$ cat src/rtl/rscc_pkg.sv
// reset source controller: shared constants, register layout and state codes
// assumes a single 200 MHz system clock with a synchronous active-high reset
package rscc_pkg;

   // register map
   localparam logic [7:0] RSCC_CAUSE_ADDR = 8'h86;
   localparam logic [7:0] RSCC_CAUSE_RST = 8'h81;
   localparam logic [7:0] RSCC_RD_IDLE = 8'h00;

   // field positions inside the cause register
   localparam int RSCC_BIT_POR = 7;
   localparam int RSCC_BIT_PIN = 6;
   localparam int RSCC_BIT_WDOG = 5;
   localparam int RSCC_BIT_DBG = 4;
   localparam int RSCC_BIT_BROWN = 3;
   localparam int RSCC_LVL_HI = 2;
   localparam int RSCC_LVL_LO = 1;
   localparam int RSCC_BIT_EN = 0;
   // flag vector index: {por, pin, wdog, dbg, brown}
   localparam int RSCC_F_POR = 4;
   localparam int RSCC_F_PIN = 3;
   localparam int RSCC_F_WDOG = 2;
   localparam int RSCC_F_DBG = 1;
   localparam int RSCC_F_BROWN = 0;
   localparam logic [4:0] RSCC_FLAGS_POR = 5'h10;
   localparam logic [1:0] RSCC_LVL_RST = 2'h0;

   // values the core takes on any reset
   localparam logic [15:0] RSCC_PC_INIT = 16'h0000;
   localparam logic [7:0] RSCC_ACC_INIT = 8'h00;
   localparam logic [7:0] RSCC_SP_INIT = 8'h07;
   localparam logic [15:0] RSCC_VECTOR_ADDR = 16'h0000;

   // configuration option bit that turns the reset pin into plain i/o
   localparam int RSCC_CFG_PIN_GPIO = 0;

   // timing
   localparam int RSCC_MCLK_HZ = 200_000_000;
   localparam int RSCC_MCLK_NS = 5;
   localparam int RSCC_OSC_HZ = 125_000;
   localparam int RSCC_OSC_NS = 8000;
   localparam int RSCC_OSC_DIV = RSCC_MCLK_HZ / RSCC_OSC_HZ;
   localparam int RSCC_FILT_NS = 7000;
   localparam int RSCC_FILT_CYC = (RSCC_FILT_NS + RSCC_MCLK_NS - 1) / RSCC_MCLK_NS;
   localparam int RSCC_STAB_NS = 16_000_000;
   localparam logic [10:0] RSCC_STAB_TICKS =
      11'((RSCC_STAB_NS + RSCC_OSC_NS - 1) / RSCC_OSC_NS);
   localparam int RSCC_PWRUP_UNITS = 'h30;
   localparam int RSCC_PWRUP_PRESC = 32;
   localparam logic [10:0] RSCC_PWRUP_TICKS = 11'(RSCC_PWRUP_UNITS * RSCC_PWRUP_PRESC);
   localparam logic [10:0] RSCC_PROC_TICKS = 11'd5;

   typedef enum logic [2:0] {
      RSCC_ST_OFF = 3'b000,
      RSCC_ST_DELAY = 3'b001,
      RSCC_ST_CFG = 3'b011,
      RSCC_ST_STAB = 3'b010,
      RSCC_ST_PROC = 3'b110,
      RSCC_ST_RUN = 3'b111,
      RSCC_ST_HOLD = 3'b101
   } rscc_state_e;

endpackage

$ cat src/rtl/rscc_ctrl.sv
// reset source controller: merges reset sources, runs the boot sequence,
// keeps the cause flags and brown-out settings in one register
// assumes supply monitors and the pin are asynchronous; watchdog and debug
// requests and the register port are on mclk
//
// Overview of operation
// - any reset presents pc 0000h, acc 00h, sp 07h, clock on, brown-out on
// - pin, power-on, watchdog, brown-out and debug all drive system reset
// - watchdog overflow resets only while the watchdog enable setting is 1
// - brown-out detection resets only while the brown-out enable bit is 1
// - pin lows shorter than about 7us are filtered out
// - after the pin returns high, wait 16ms before releasing reset
// - reset processing takes 5 oscillator clocks after the wait
// - execution starts at the vector held at address 0000h
// - on power-on start 125kHz oscillator, wait 30h x 32 periods
// - at end of power-up delay read and apply configuration
// - release is marked by a 16ms interval timer overflow
// - with power-on reset only, the reset pin may serve as plain i/o
// - two-bit level field selects 1.6V, 2.5V, 3.6V or 4.2V trip
// - brown-out enable bit turns detection on or off; software may clear
// - register holds power-on, pin, watchdog, debug, brown-out flags, level, enable
// - power-on flag sets on power-on, cleared only by writing 0
// - other flags set by their reset, cleared by writing 0 or power-on
//
// Added by the designer: the address-and-strobe port.
`timescale 1ns/100ps
module rscc_ctrl
   import rscc_pkg::*;
#(
   parameter int OSC_DIV = rscc_pkg::RSCC_OSC_DIV,
   parameter int FILT_CYC = rscc_pkg::RSCC_FILT_CYC
) (
   // clock and reset
   input wire logic mclk,
   input wire logic sys_rst,
   // reset sources
   input wire logic external_reset_pin_n,
   input wire logic power_on_detect,
   input wire logic brownout_detect,
   input wire logic watchdog_overflow,
   input wire logic watchdog_enable_setting,
   input wire logic debug_reset_req,
   // configuration storage
   input wire logic [7:0] cfg_data,
   output logic cfg_read_r,
   // register port
   input wire logic [7:0] reg_addr,
   input wire logic [7:0] reg_wdata,
   input wire logic reg_wr,
   input wire logic reg_rd,
   output logic [7:0] reg_rdata_r,
   // to the core and analog blocks
   output logic system_reset_r,
   output logic osc_enable_r,
   output logic pin_is_gpio_r,
   output logic brownout_enable_r,
   output logic [1:0] brownout_level_select_r,
   output logic periph_clk_on_r,
   output logic [15:0] pc_init_r,
   output logic [7:0] acc_init_r,
   output logic [7:0] sp_init_r,
   output logic [15:0] vector_addr_r
);
   import rscc_pkg::*;

   typedef struct packed {
      rscc_state_e st;
      logic [15:0] div_cnt;
      logic tick;
      logic [10:0] cnt;
      logic [4:0] flags;
      logic [1:0] lvl;
      logic en;
      logic [7:0] rdata;
      logic rst_out;
      logic cfg_rd;
      logic [7:0] cfg_word;
      logic osc_en;
      logic pin_s1;
      logic pin_s2;
      logic por_s1;
      logic por_s2;
      logic brown_s1;
      logic brown_s2;
   } rscc_regs_s;

   localparam rscc_regs_s RST_VAL = '{
      st: RSCC_ST_OFF, div_cnt: '0, tick: 1'b0, cnt: '0,
      flags: RSCC_FLAGS_POR, lvl: RSCC_LVL_RST, en: 1'b1, rdata: RSCC_RD_IDLE,
      rst_out: 1'b1, cfg_rd: 1'b0, cfg_word: '0, osc_en: 1'b0,
      pin_s1: 1'b1, pin_s2: 1'b1, por_s1: 1'b1, por_s2: 1'b1,
      brown_s1: 1'b0, brown_s2: 1'b0};

   rscc_regs_s state_r, state_nxt;
   logic pin_low;
   logic pin_ev, wdog_ev, brown_ev, dbg_ev, any_ev;

   generate
      if (OSC_DIV < 2 || OSC_DIV > 65535) begin : g_bad
         $error("rscc_ctrl: OSC_DIV out of range");
      end
   endgenerate

   ////////////////////////////////////////////////////////////////////////////
   // pin noise canceller, fed from the synchronised pin

   rscc_low_filter #(
      .LOW_CYC(FILT_CYC)
   ) u_pin_filter (
      .mclk(mclk),
      .sys_rst(sys_rst),
      .level_in(state_r.pin_s2),
      .low_seen_r(pin_low)
   );

   ////////////////////////////////////////////////////////////////////////////
   // reset source qualification

   always_comb begin
      pin_ev = pin_low && !state_r.cfg_word[RSCC_CFG_PIN_GPIO];
      wdog_ev = watchdog_overflow && watchdog_enable_setting;
      brown_ev = state_r.brown_s2 && state_r.en;
      dbg_ev = debug_reset_req;
      any_ev = pin_ev || wdog_ev || brown_ev || dbg_ev;
   end

   ////////////////////////////////////////////////////////////////////////////
   // next state

   always_comb begin
      state_nxt = state_r;
      state_nxt.pin_s1 = external_reset_pin_n;
      state_nxt.pin_s2 = state_r.pin_s1;
      state_nxt.por_s1 = power_on_detect;
      state_nxt.por_s2 = state_r.por_s1;
      state_nxt.brown_s1 = brownout_detect;
      state_nxt.brown_s2 = state_r.brown_s1;
      state_nxt.cfg_rd = 1'b0;

      // 125 kHz oscillator period derived from mclk
      state_nxt.tick = 1'b0;
      if (!state_r.osc_en) begin
         state_nxt.div_cnt = '0;
      end else if (state_r.div_cnt == 16'(OSC_DIV - 1)) begin
         state_nxt.div_cnt = '0;
         state_nxt.tick = 1'b1;
      end else begin
         state_nxt.div_cnt = state_r.div_cnt + 16'd1;
      end

      // read data stand only in the cycle after the strobe
      state_nxt.rdata = RSCC_RD_IDLE;
      if (reg_rd && reg_addr == RSCC_CAUSE_ADDR) begin
         state_nxt.rdata = {state_r.flags, state_r.lvl, state_r.en};
      end

      // writing 0 clears a flag, writing 1 leaves it
      if (reg_wr && reg_addr == RSCC_CAUSE_ADDR) begin
         state_nxt.flags = state_r.flags & reg_wdata[RSCC_BIT_POR:RSCC_BIT_BROWN];
         state_nxt.lvl = reg_wdata[RSCC_LVL_HI:RSCC_LVL_LO];
         state_nxt.en = reg_wdata[RSCC_BIT_EN];
      end

      // a source firing in the same cycle as a clearing write wins
      state_nxt.flags[RSCC_F_PIN] = state_nxt.flags[RSCC_F_PIN] | pin_ev;
      state_nxt.flags[RSCC_F_WDOG] = state_nxt.flags[RSCC_F_WDOG] | wdog_ev;
      state_nxt.flags[RSCC_F_DBG] = state_nxt.flags[RSCC_F_DBG] | dbg_ev;
      state_nxt.flags[RSCC_F_BROWN] = state_nxt.flags[RSCC_F_BROWN] | brown_ev;

      unique case (state_r.st)
         RSCC_ST_OFF: begin
            state_nxt.cnt = '0;
            if (!state_r.por_s2) begin
               state_nxt.st = RSCC_ST_DELAY;
               state_nxt.osc_en = 1'b1;
            end
         end
         RSCC_ST_DELAY: begin
            if (state_r.tick) begin
               if (state_r.cnt == RSCC_PWRUP_TICKS - 11'd1) begin
                  state_nxt.st = RSCC_ST_CFG;
                  state_nxt.cfg_rd = 1'b1;
                  state_nxt.cnt = '0;
               end else begin
                  state_nxt.cnt = state_r.cnt + 11'd1;
               end
            end
         end
         RSCC_ST_CFG: begin
            state_nxt.cfg_word = cfg_data;
            state_nxt.st = RSCC_ST_STAB;
            state_nxt.cnt = '0;
         end
         RSCC_ST_STAB: begin
            if (state_r.tick) begin
               if (state_r.cnt == RSCC_STAB_TICKS - 11'd1) begin
                  state_nxt.st = RSCC_ST_PROC;
                  state_nxt.cnt = '0;
               end else begin
                  state_nxt.cnt = state_r.cnt + 11'd1;
               end
            end
         end
         RSCC_ST_PROC: begin
            if (state_r.tick) begin
               if (state_r.cnt == RSCC_PROC_TICKS - 11'd1) begin
                  state_nxt.st = RSCC_ST_RUN;
                  state_nxt.rst_out = 1'b0;
               end else begin
                  state_nxt.cnt = state_r.cnt + 11'd1;
               end
            end
         end
         RSCC_ST_RUN: begin
            state_nxt.cnt = '0;
         end
         RSCC_ST_HOLD: begin
            state_nxt.cnt = '0;
            if (!any_ev) begin
               state_nxt.st = RSCC_ST_STAB;
            end
         end
         default: begin
            state_nxt.st = RSCC_ST_OFF;
         end
      endcase

      // sources are honoured once the power-up delay has ended; the flags
      // stay as recorded so software can read the cause after restart
      if (any_ev && state_r.st != RSCC_ST_OFF && state_r.st != RSCC_ST_DELAY) begin
         state_nxt.st = RSCC_ST_HOLD;
         state_nxt.rst_out = 1'b1;
         state_nxt.cnt = '0;
         state_nxt.en = 1'b1;
         state_nxt.lvl = RSCC_LVL_RST;
      end

      // power-on wins over everything and restarts the whole boot
      if (state_r.por_s2) begin
         state_nxt.st = RSCC_ST_OFF;
         state_nxt.rst_out = 1'b1;
         state_nxt.osc_en = 1'b0;
         state_nxt.cnt = '0;
         state_nxt.flags = RSCC_FLAGS_POR;
         state_nxt.lvl = RSCC_LVL_RST;
         state_nxt.en = 1'b1;
         state_nxt.cfg_word = '0;
      end
   end

   always_ff @(posedge mclk) begin
      if (sys_rst) begin
         state_r <= RST_VAL;
      end else begin
         state_r <= state_nxt;
      end
   end

   ////////////////////////////////////////////////////////////////////////////
   // outputs

   assign system_reset_r = state_r.rst_out;
   assign osc_enable_r = state_r.osc_en;
   assign cfg_read_r = state_r.cfg_rd;
   assign reg_rdata_r = state_r.rdata;
   assign pin_is_gpio_r = state_r.cfg_word[RSCC_CFG_PIN_GPIO];
   assign brownout_enable_r = state_r.en;
   assign brownout_level_select_r = state_r.lvl;
   // core load values are fixed; the core takes them while reset stands
   assign periph_clk_on_r = 1'b1;
   assign pc_init_r = RSCC_PC_INIT;
   assign acc_init_r = RSCC_ACC_INIT;
   assign sp_init_r = RSCC_SP_INIT;
   assign vector_addr_r = RSCC_VECTOR_ADDR;
endmodule

$ cat src/rtl/rscc_low_filter.sv
// reset source controller: low-level noise canceller for the reset pin
// assumes its input is already synchronised to mclk
`timescale 1ns/100ps
module rscc_low_filter #(
   parameter int LOW_CYC = 1400
) (
   // clock and reset
   input wire logic mclk,
   input wire logic sys_rst,
   // level in, filtered low indication out
   input wire logic level_in,
   output logic low_seen_r
);
   localparam int CW = $clog2(LOW_CYC + 1);

   typedef struct packed {
      logic [CW-1:0] cnt;
      logic low;
   } rscc_filt_s;

   rscc_filt_s state_r, state_nxt;

   generate
      if (LOW_CYC < 1) begin : g_bad
         $error("rscc_low_filter: LOW_CYC must be at least 1");
      end
   endgenerate

   // a glitch restarts the count, so only a sustained low gets through
   always_comb begin
      state_nxt = state_r;
      if (level_in) begin
         state_nxt.cnt = '0;
         state_nxt.low = 1'b0;
      end else if (state_r.cnt == CW'(LOW_CYC - 1)) begin
         state_nxt.low = 1'b1;
      end else begin
         state_nxt.cnt = state_r.cnt + CW'(1);
      end
   end

   always_ff @(posedge mclk) begin
      if (sys_rst) begin
         state_r <= '0;
      end else begin
         state_r <= state_nxt;
      end
   end

   assign low_seen_r = state_r.low;

endmodule

$ cat config.mk
export PLATFORM = sky130hd
export DESIGN_NAME = rscc_ctrl
export DESIGN_NICKNAME = d
export VERILOG_FILES = /design/src/rtl/rscc_pkg.sv /design/src/rtl/rscc_ctrl.sv /design/src/rtl/rscc_low_filter.sv
export SDC_FILE = /design/constraint.sdc
export NUM_CORES = 1
export LEC_CHECK = 0
export ABC_AREA = 1
export BUFFER_PORTS_ARGS = -buffer_cell sky130_fd_sc_hd__buf_2
export CAP_MARGIN = 20
export CORE_UTILIZATION = 35
export DETAILED_ROUTE_END_ITERATION = 12
export GPL_ROUTABILITY_DRIVEN = 0
export HOLD_SLACK_MARGIN = 0.15
export PLACE_DENSITY = 0.59
export SLEW_MARGIN = 40
export SYNTH_ARGS = -nofsm -noshare
export SYNTH_HDL_FRONTEND = slang
export SYNTH_SLANG_ARGS = --single-unit
export TNS_END_PERCENT = 30
$ cat constraint.sdc
create_clock -name mclk -period 1.55 [get_ports mclk]
set_clock_uncertainty 0.1 [all_clocks]
set_input_delay 0.155 -clock mclk [delete_from_list [all_inputs] [get_ports mclk]]
set_output_delay 0.155 -clock mclk [all_outputs]
set_load 0.005 [all_outputs]
==> implementation parameters <==
Parameter                              Value

Status
  Status    finished with violations
  Violations in the final reports    negative setup slack

Critical path
  Launch point of the critical path    state_r[62]
  Critical path required time    1.69 ns
  Total number of cells along the worst setup path    9
  Family of cells with the greatest summed delay on the critical path    simple AND/OR/NAND/NOR gates
  Capturing element type of the critical path    flip-flop
  Crit path buffers/inverters    2
  Signal arrival time at the worst endpoint    1.73 ns
  Most common cell on crit path    nand2_4
  Worst reg2reg path startpoint    state_r[62]
  FF-to-FF setup slack    -0.04 ns
  Critical Path Source Type    flip-flop
  Cells traversed along the worst timing path    buf_4 -> nand2_4 -> nand2_2 -> a21oi_4 -> nand2_4 -> buf_6 -> nor2_4 -> xor2_1 -> nor2_1
  Crit path largest cell delay    0.35 ns
  Crit path to    state_r[36]
  Number of cells on the worst reg-to-reg path    9
  Crit Path Max Fanout    7
  Classification of the worst setup path    flip-flop to flip-flop
  Terminus of the critical flop-to-flop path    state_r[36]
  Worst-path cell with the longest stage delay    dfxtp_2

Pwr
  Total power density per cell area    811 mW/mm^2
  Reported leakage power    1.95 nW
  Gate power share    5.5%
  Internal power of the cells    0.00299 W
  Maximum ir drop on the vdd rail    488 uV
  Total net switching power    0.000784 W
  Sw Share    20.8%
  Total power draw    0.00377 W
  Clk pwr share    47.2%
  Fraction of power consumed by sequential logic    47.4%

Global route
  GRT Residual Overflow    0
  Global-route wire length before repair    12,000 um
  Initial antenna violation count    0
  Combined global-route utilization of all metal layers    14.3%
  Number of global-route vias before repair    2,839
  Pin count of the biggest net entering global routing    12

Route
  Wire length on met3    279 um
  First-iteration detailed-routing DRC count    153
  Met1 routed wirelength after detailed routing    3400 um
  DRC violation count after routing    0
  Total wirelength of the detailed-routed design    7710 um
  Vias    3,162
  Routed len/inst    10.7 um
  Number of vias per cell    4.37
  Highest metal layer with signal wires    met4
  Detailed-routing iteration count for the pre-antenna-repair pass    4
  Number of nets still failing antenna checks after routing    0
  Length of routed met2 wiring    3890 um

Floorplanning
  Die Span X    103 um
  IO Pins    98
  Vert. Die Dim    103 um
  Std-Cell Rows    36
  Area inside the core boundary    0.00986 mm^2
  Total Die Area    0.0106 mm^2
  Initial cell density of the core    36.3%

Yosys
  Synth warn    0
  Leading cell types by total area after synthesis    dfxtp_1 (39%), buf_4 (12%), nand2_1 (9.1%)
  Mapped Avg Cell Area    7.22 um^2
  Total of flip-flops plus latches after synthesis    69
  Mapped Area    0.00358 mm^2
  List of most frequent post-synthesis cells    nand2_1 (87), dfxtp_1 (69), inv_1 (66), nor2_1 (62), buf_4 (59)
  Leading cell type by number of instances after synthesis    nand2_1
  Number of standard cells after synthesis    496
  Leading area contributor after synthesis    dfxtp_1
  Share of synthesized area occupied by flip-flops and latches    38.5%
  Share of the synthesized area in the top cell type    38.5%
  EDFF count, synth    0
  Distinct cell type count of the synthesized netlist    36
  Post-synthesis async set-or-reset flop share    0%
  Most instantiated flip-flop cell in the synthesis netlist    dfxtp_1

Clock tree
  Number of clock sinks    69
  Level count of the clock H-tree    3
  Root buf cell    clkbuf_8
  Number of buffers on the longest clock path    2
  Clock tree from TritonCTS    built
  Clock edge transition at the registers on the reported setup and hold paths    0.07 ns
  Number of buffers created by CTS    9
  Clock insertion delay at the later pin of the skew report    0.34 ns

Timing
  Fmax achieved    630 MHz
  Final setup fails    2
  Final WS setup    -0.0379 ns
  Minimum period implied by the final worst setup slack    1.59 ns
  Sum of negative setup slack    -0.0617 ns
  Final Max Slew Viols    0
  Final-report hold violation count    0
  Setup repair after global routing missed its margin    yes
  Final period utilization    102%

Min path
  Class of the tightest hold or removal check    input port to flip-flop
  Cell count of the worst hold path    3

Finish
  Final cell count without fillers    724
  Share of post-route cells with drive strength above 1    28.1%
  Antenna cells    0
  Synthesis-to-layout area growth    29.7%
  Net count reported at finish    624
  Utilization of the core after routing    47.1%

Placed design
  Total of buffers placed on input and output ports    41
  DPL Wire Length    5280 um
  Cell Count Post-Placement    680

Job
  # Max-Cap Violations    0
[final cells by class]
type / count / area, um^2
clock buffer: 12 / 145
tap: 133 / 166
fill: 964 / 5220
multi-input combinational: 342 / 1900
timing repair buffer: 94 / 661
inverter: 70 / 280
clock inverter: 4 / 95.1
sequential: 69 / 1400
[what timing repair did]
item,CTS,global route
setup endpoints to repair,16,33
hold buffers,20,0
gates cloned,1,0
pin swaps,12,10
gates resized for setup,33,36
setup buffers,4,3
hold endpoints to repair,17,0
[sequential cells by signal (all words and copies together), names as in the netlist]
register,flops
state_r,39
u_pin_filter.state_r,11
reg_rdata_r,8
state_nxt,3
brownout_level_select_r,2
brownout_enable_r,1
cfg_read_r,1
osc_enable_r,1
pin_is_gpio_r,1
system_reset_r,1
u_pin_filter.low_seen_r,1
[metal layers]
| metal | up-vias | track usage, % |
|---|---|---|
| met2 | 68 | 25.0 |
| met5 | - | 0 |
| met4 | 0 | 5.42 |
| met3 | 16 | 3.49 |
| li1 | 1637 | - |
| met1 | 1441 | 17.0 |
[worst register-to-register path, delay by kind of cell, from the launching register on]
kind | cells | cell delay (ns)
simple gates | 5 | 0.41
compound gates | 1 | 0.14
buf+inv | 2 | 0.30
xor+xnor | 1 | 0.17
flops | 1 | 0.35
[cell usage in the layout, fill, tap and decap left out, types with 5 or more instances in the layout]
cell	instances
nand2_1	78
dfxtp_1	60
buf_4	31
xor2_1	6
inv_1	61
buf_2	41
nand3_1	17
dfxtp_2	6
nand3_2	8
a21oi_1	25
conb_1	49
nand2_2	9
o21ai_0	20
nor2_4	9
or2_2	6
nor2_2	7
dlygate4sd3_1	20
nand2_4	5
nand4_1	6
clkbuf_8	10
nor3_1	13
nor2_1	53
[worst min-delay path by stage]
| stage | slack (ns) | endpoint | startpoint |
|---|---|---|---|
| after floorplan | 0.16 | state_nxt[2] | power_on_detect |
| after global placement | 0.24 | state_nxt[4] | external_reset_pin_n |
| after detailed placement | 0.24 | state_nxt[4] | external_reset_pin_n |
| after CTS | 0.15 | reg_rdata_r[6] | reg_rd |
| after global routing | 0.20 | reg_rdata_r[0] | reg_rd |
| final | 0.16 | reg_rdata_r[5] | reg_rd |
[through the flow]
step | instance area, um^2 | setup slack [ns] | hold slack, ns
6_report | 4650 | -0.0379 | 0.163
5_1_grt | 4650 | -0.134 | 0.205
4_1_cts | 4480 | -0.0121 | 0.154
3_5_place_dp | 3900 | -0.0954 | 0.242
3_3_place_gp | 3900 | -0.0375 | 0.241
2_1_floorplan | 3800 | 0.0201 | 0.159
[kinds of logic after synthesis]
group           after synthesis  synth area share (%)
compound gates               55                  8.45
xor+xnor                     10                  2.44
flops                        69                  38.5
fa+ha+maj                     4                  1.40
other cells                   2                 0.210
simple gates                223                  28.4
buf+inv                     133                  20.5
[power by group through the flow]
| stage | sequential (W) | clock [W] | combinational, W |
|---|---|---|---|
| floorplan | 0.00183 | 0 | 0.000175 |
| global placement | 0.00183 | 0 | 0.000139 |
| detailed placement | 0.00183 | 0 | 0.000140 |
| CTS | 0.00179 | 0.00182 | 0.000191 |
| global route | 0.00179 | 0.00188 | 0.000238 |
| finish | 0.00178 | 0.00178 | 0.000207 |
(Power assumes the default switching activity.)
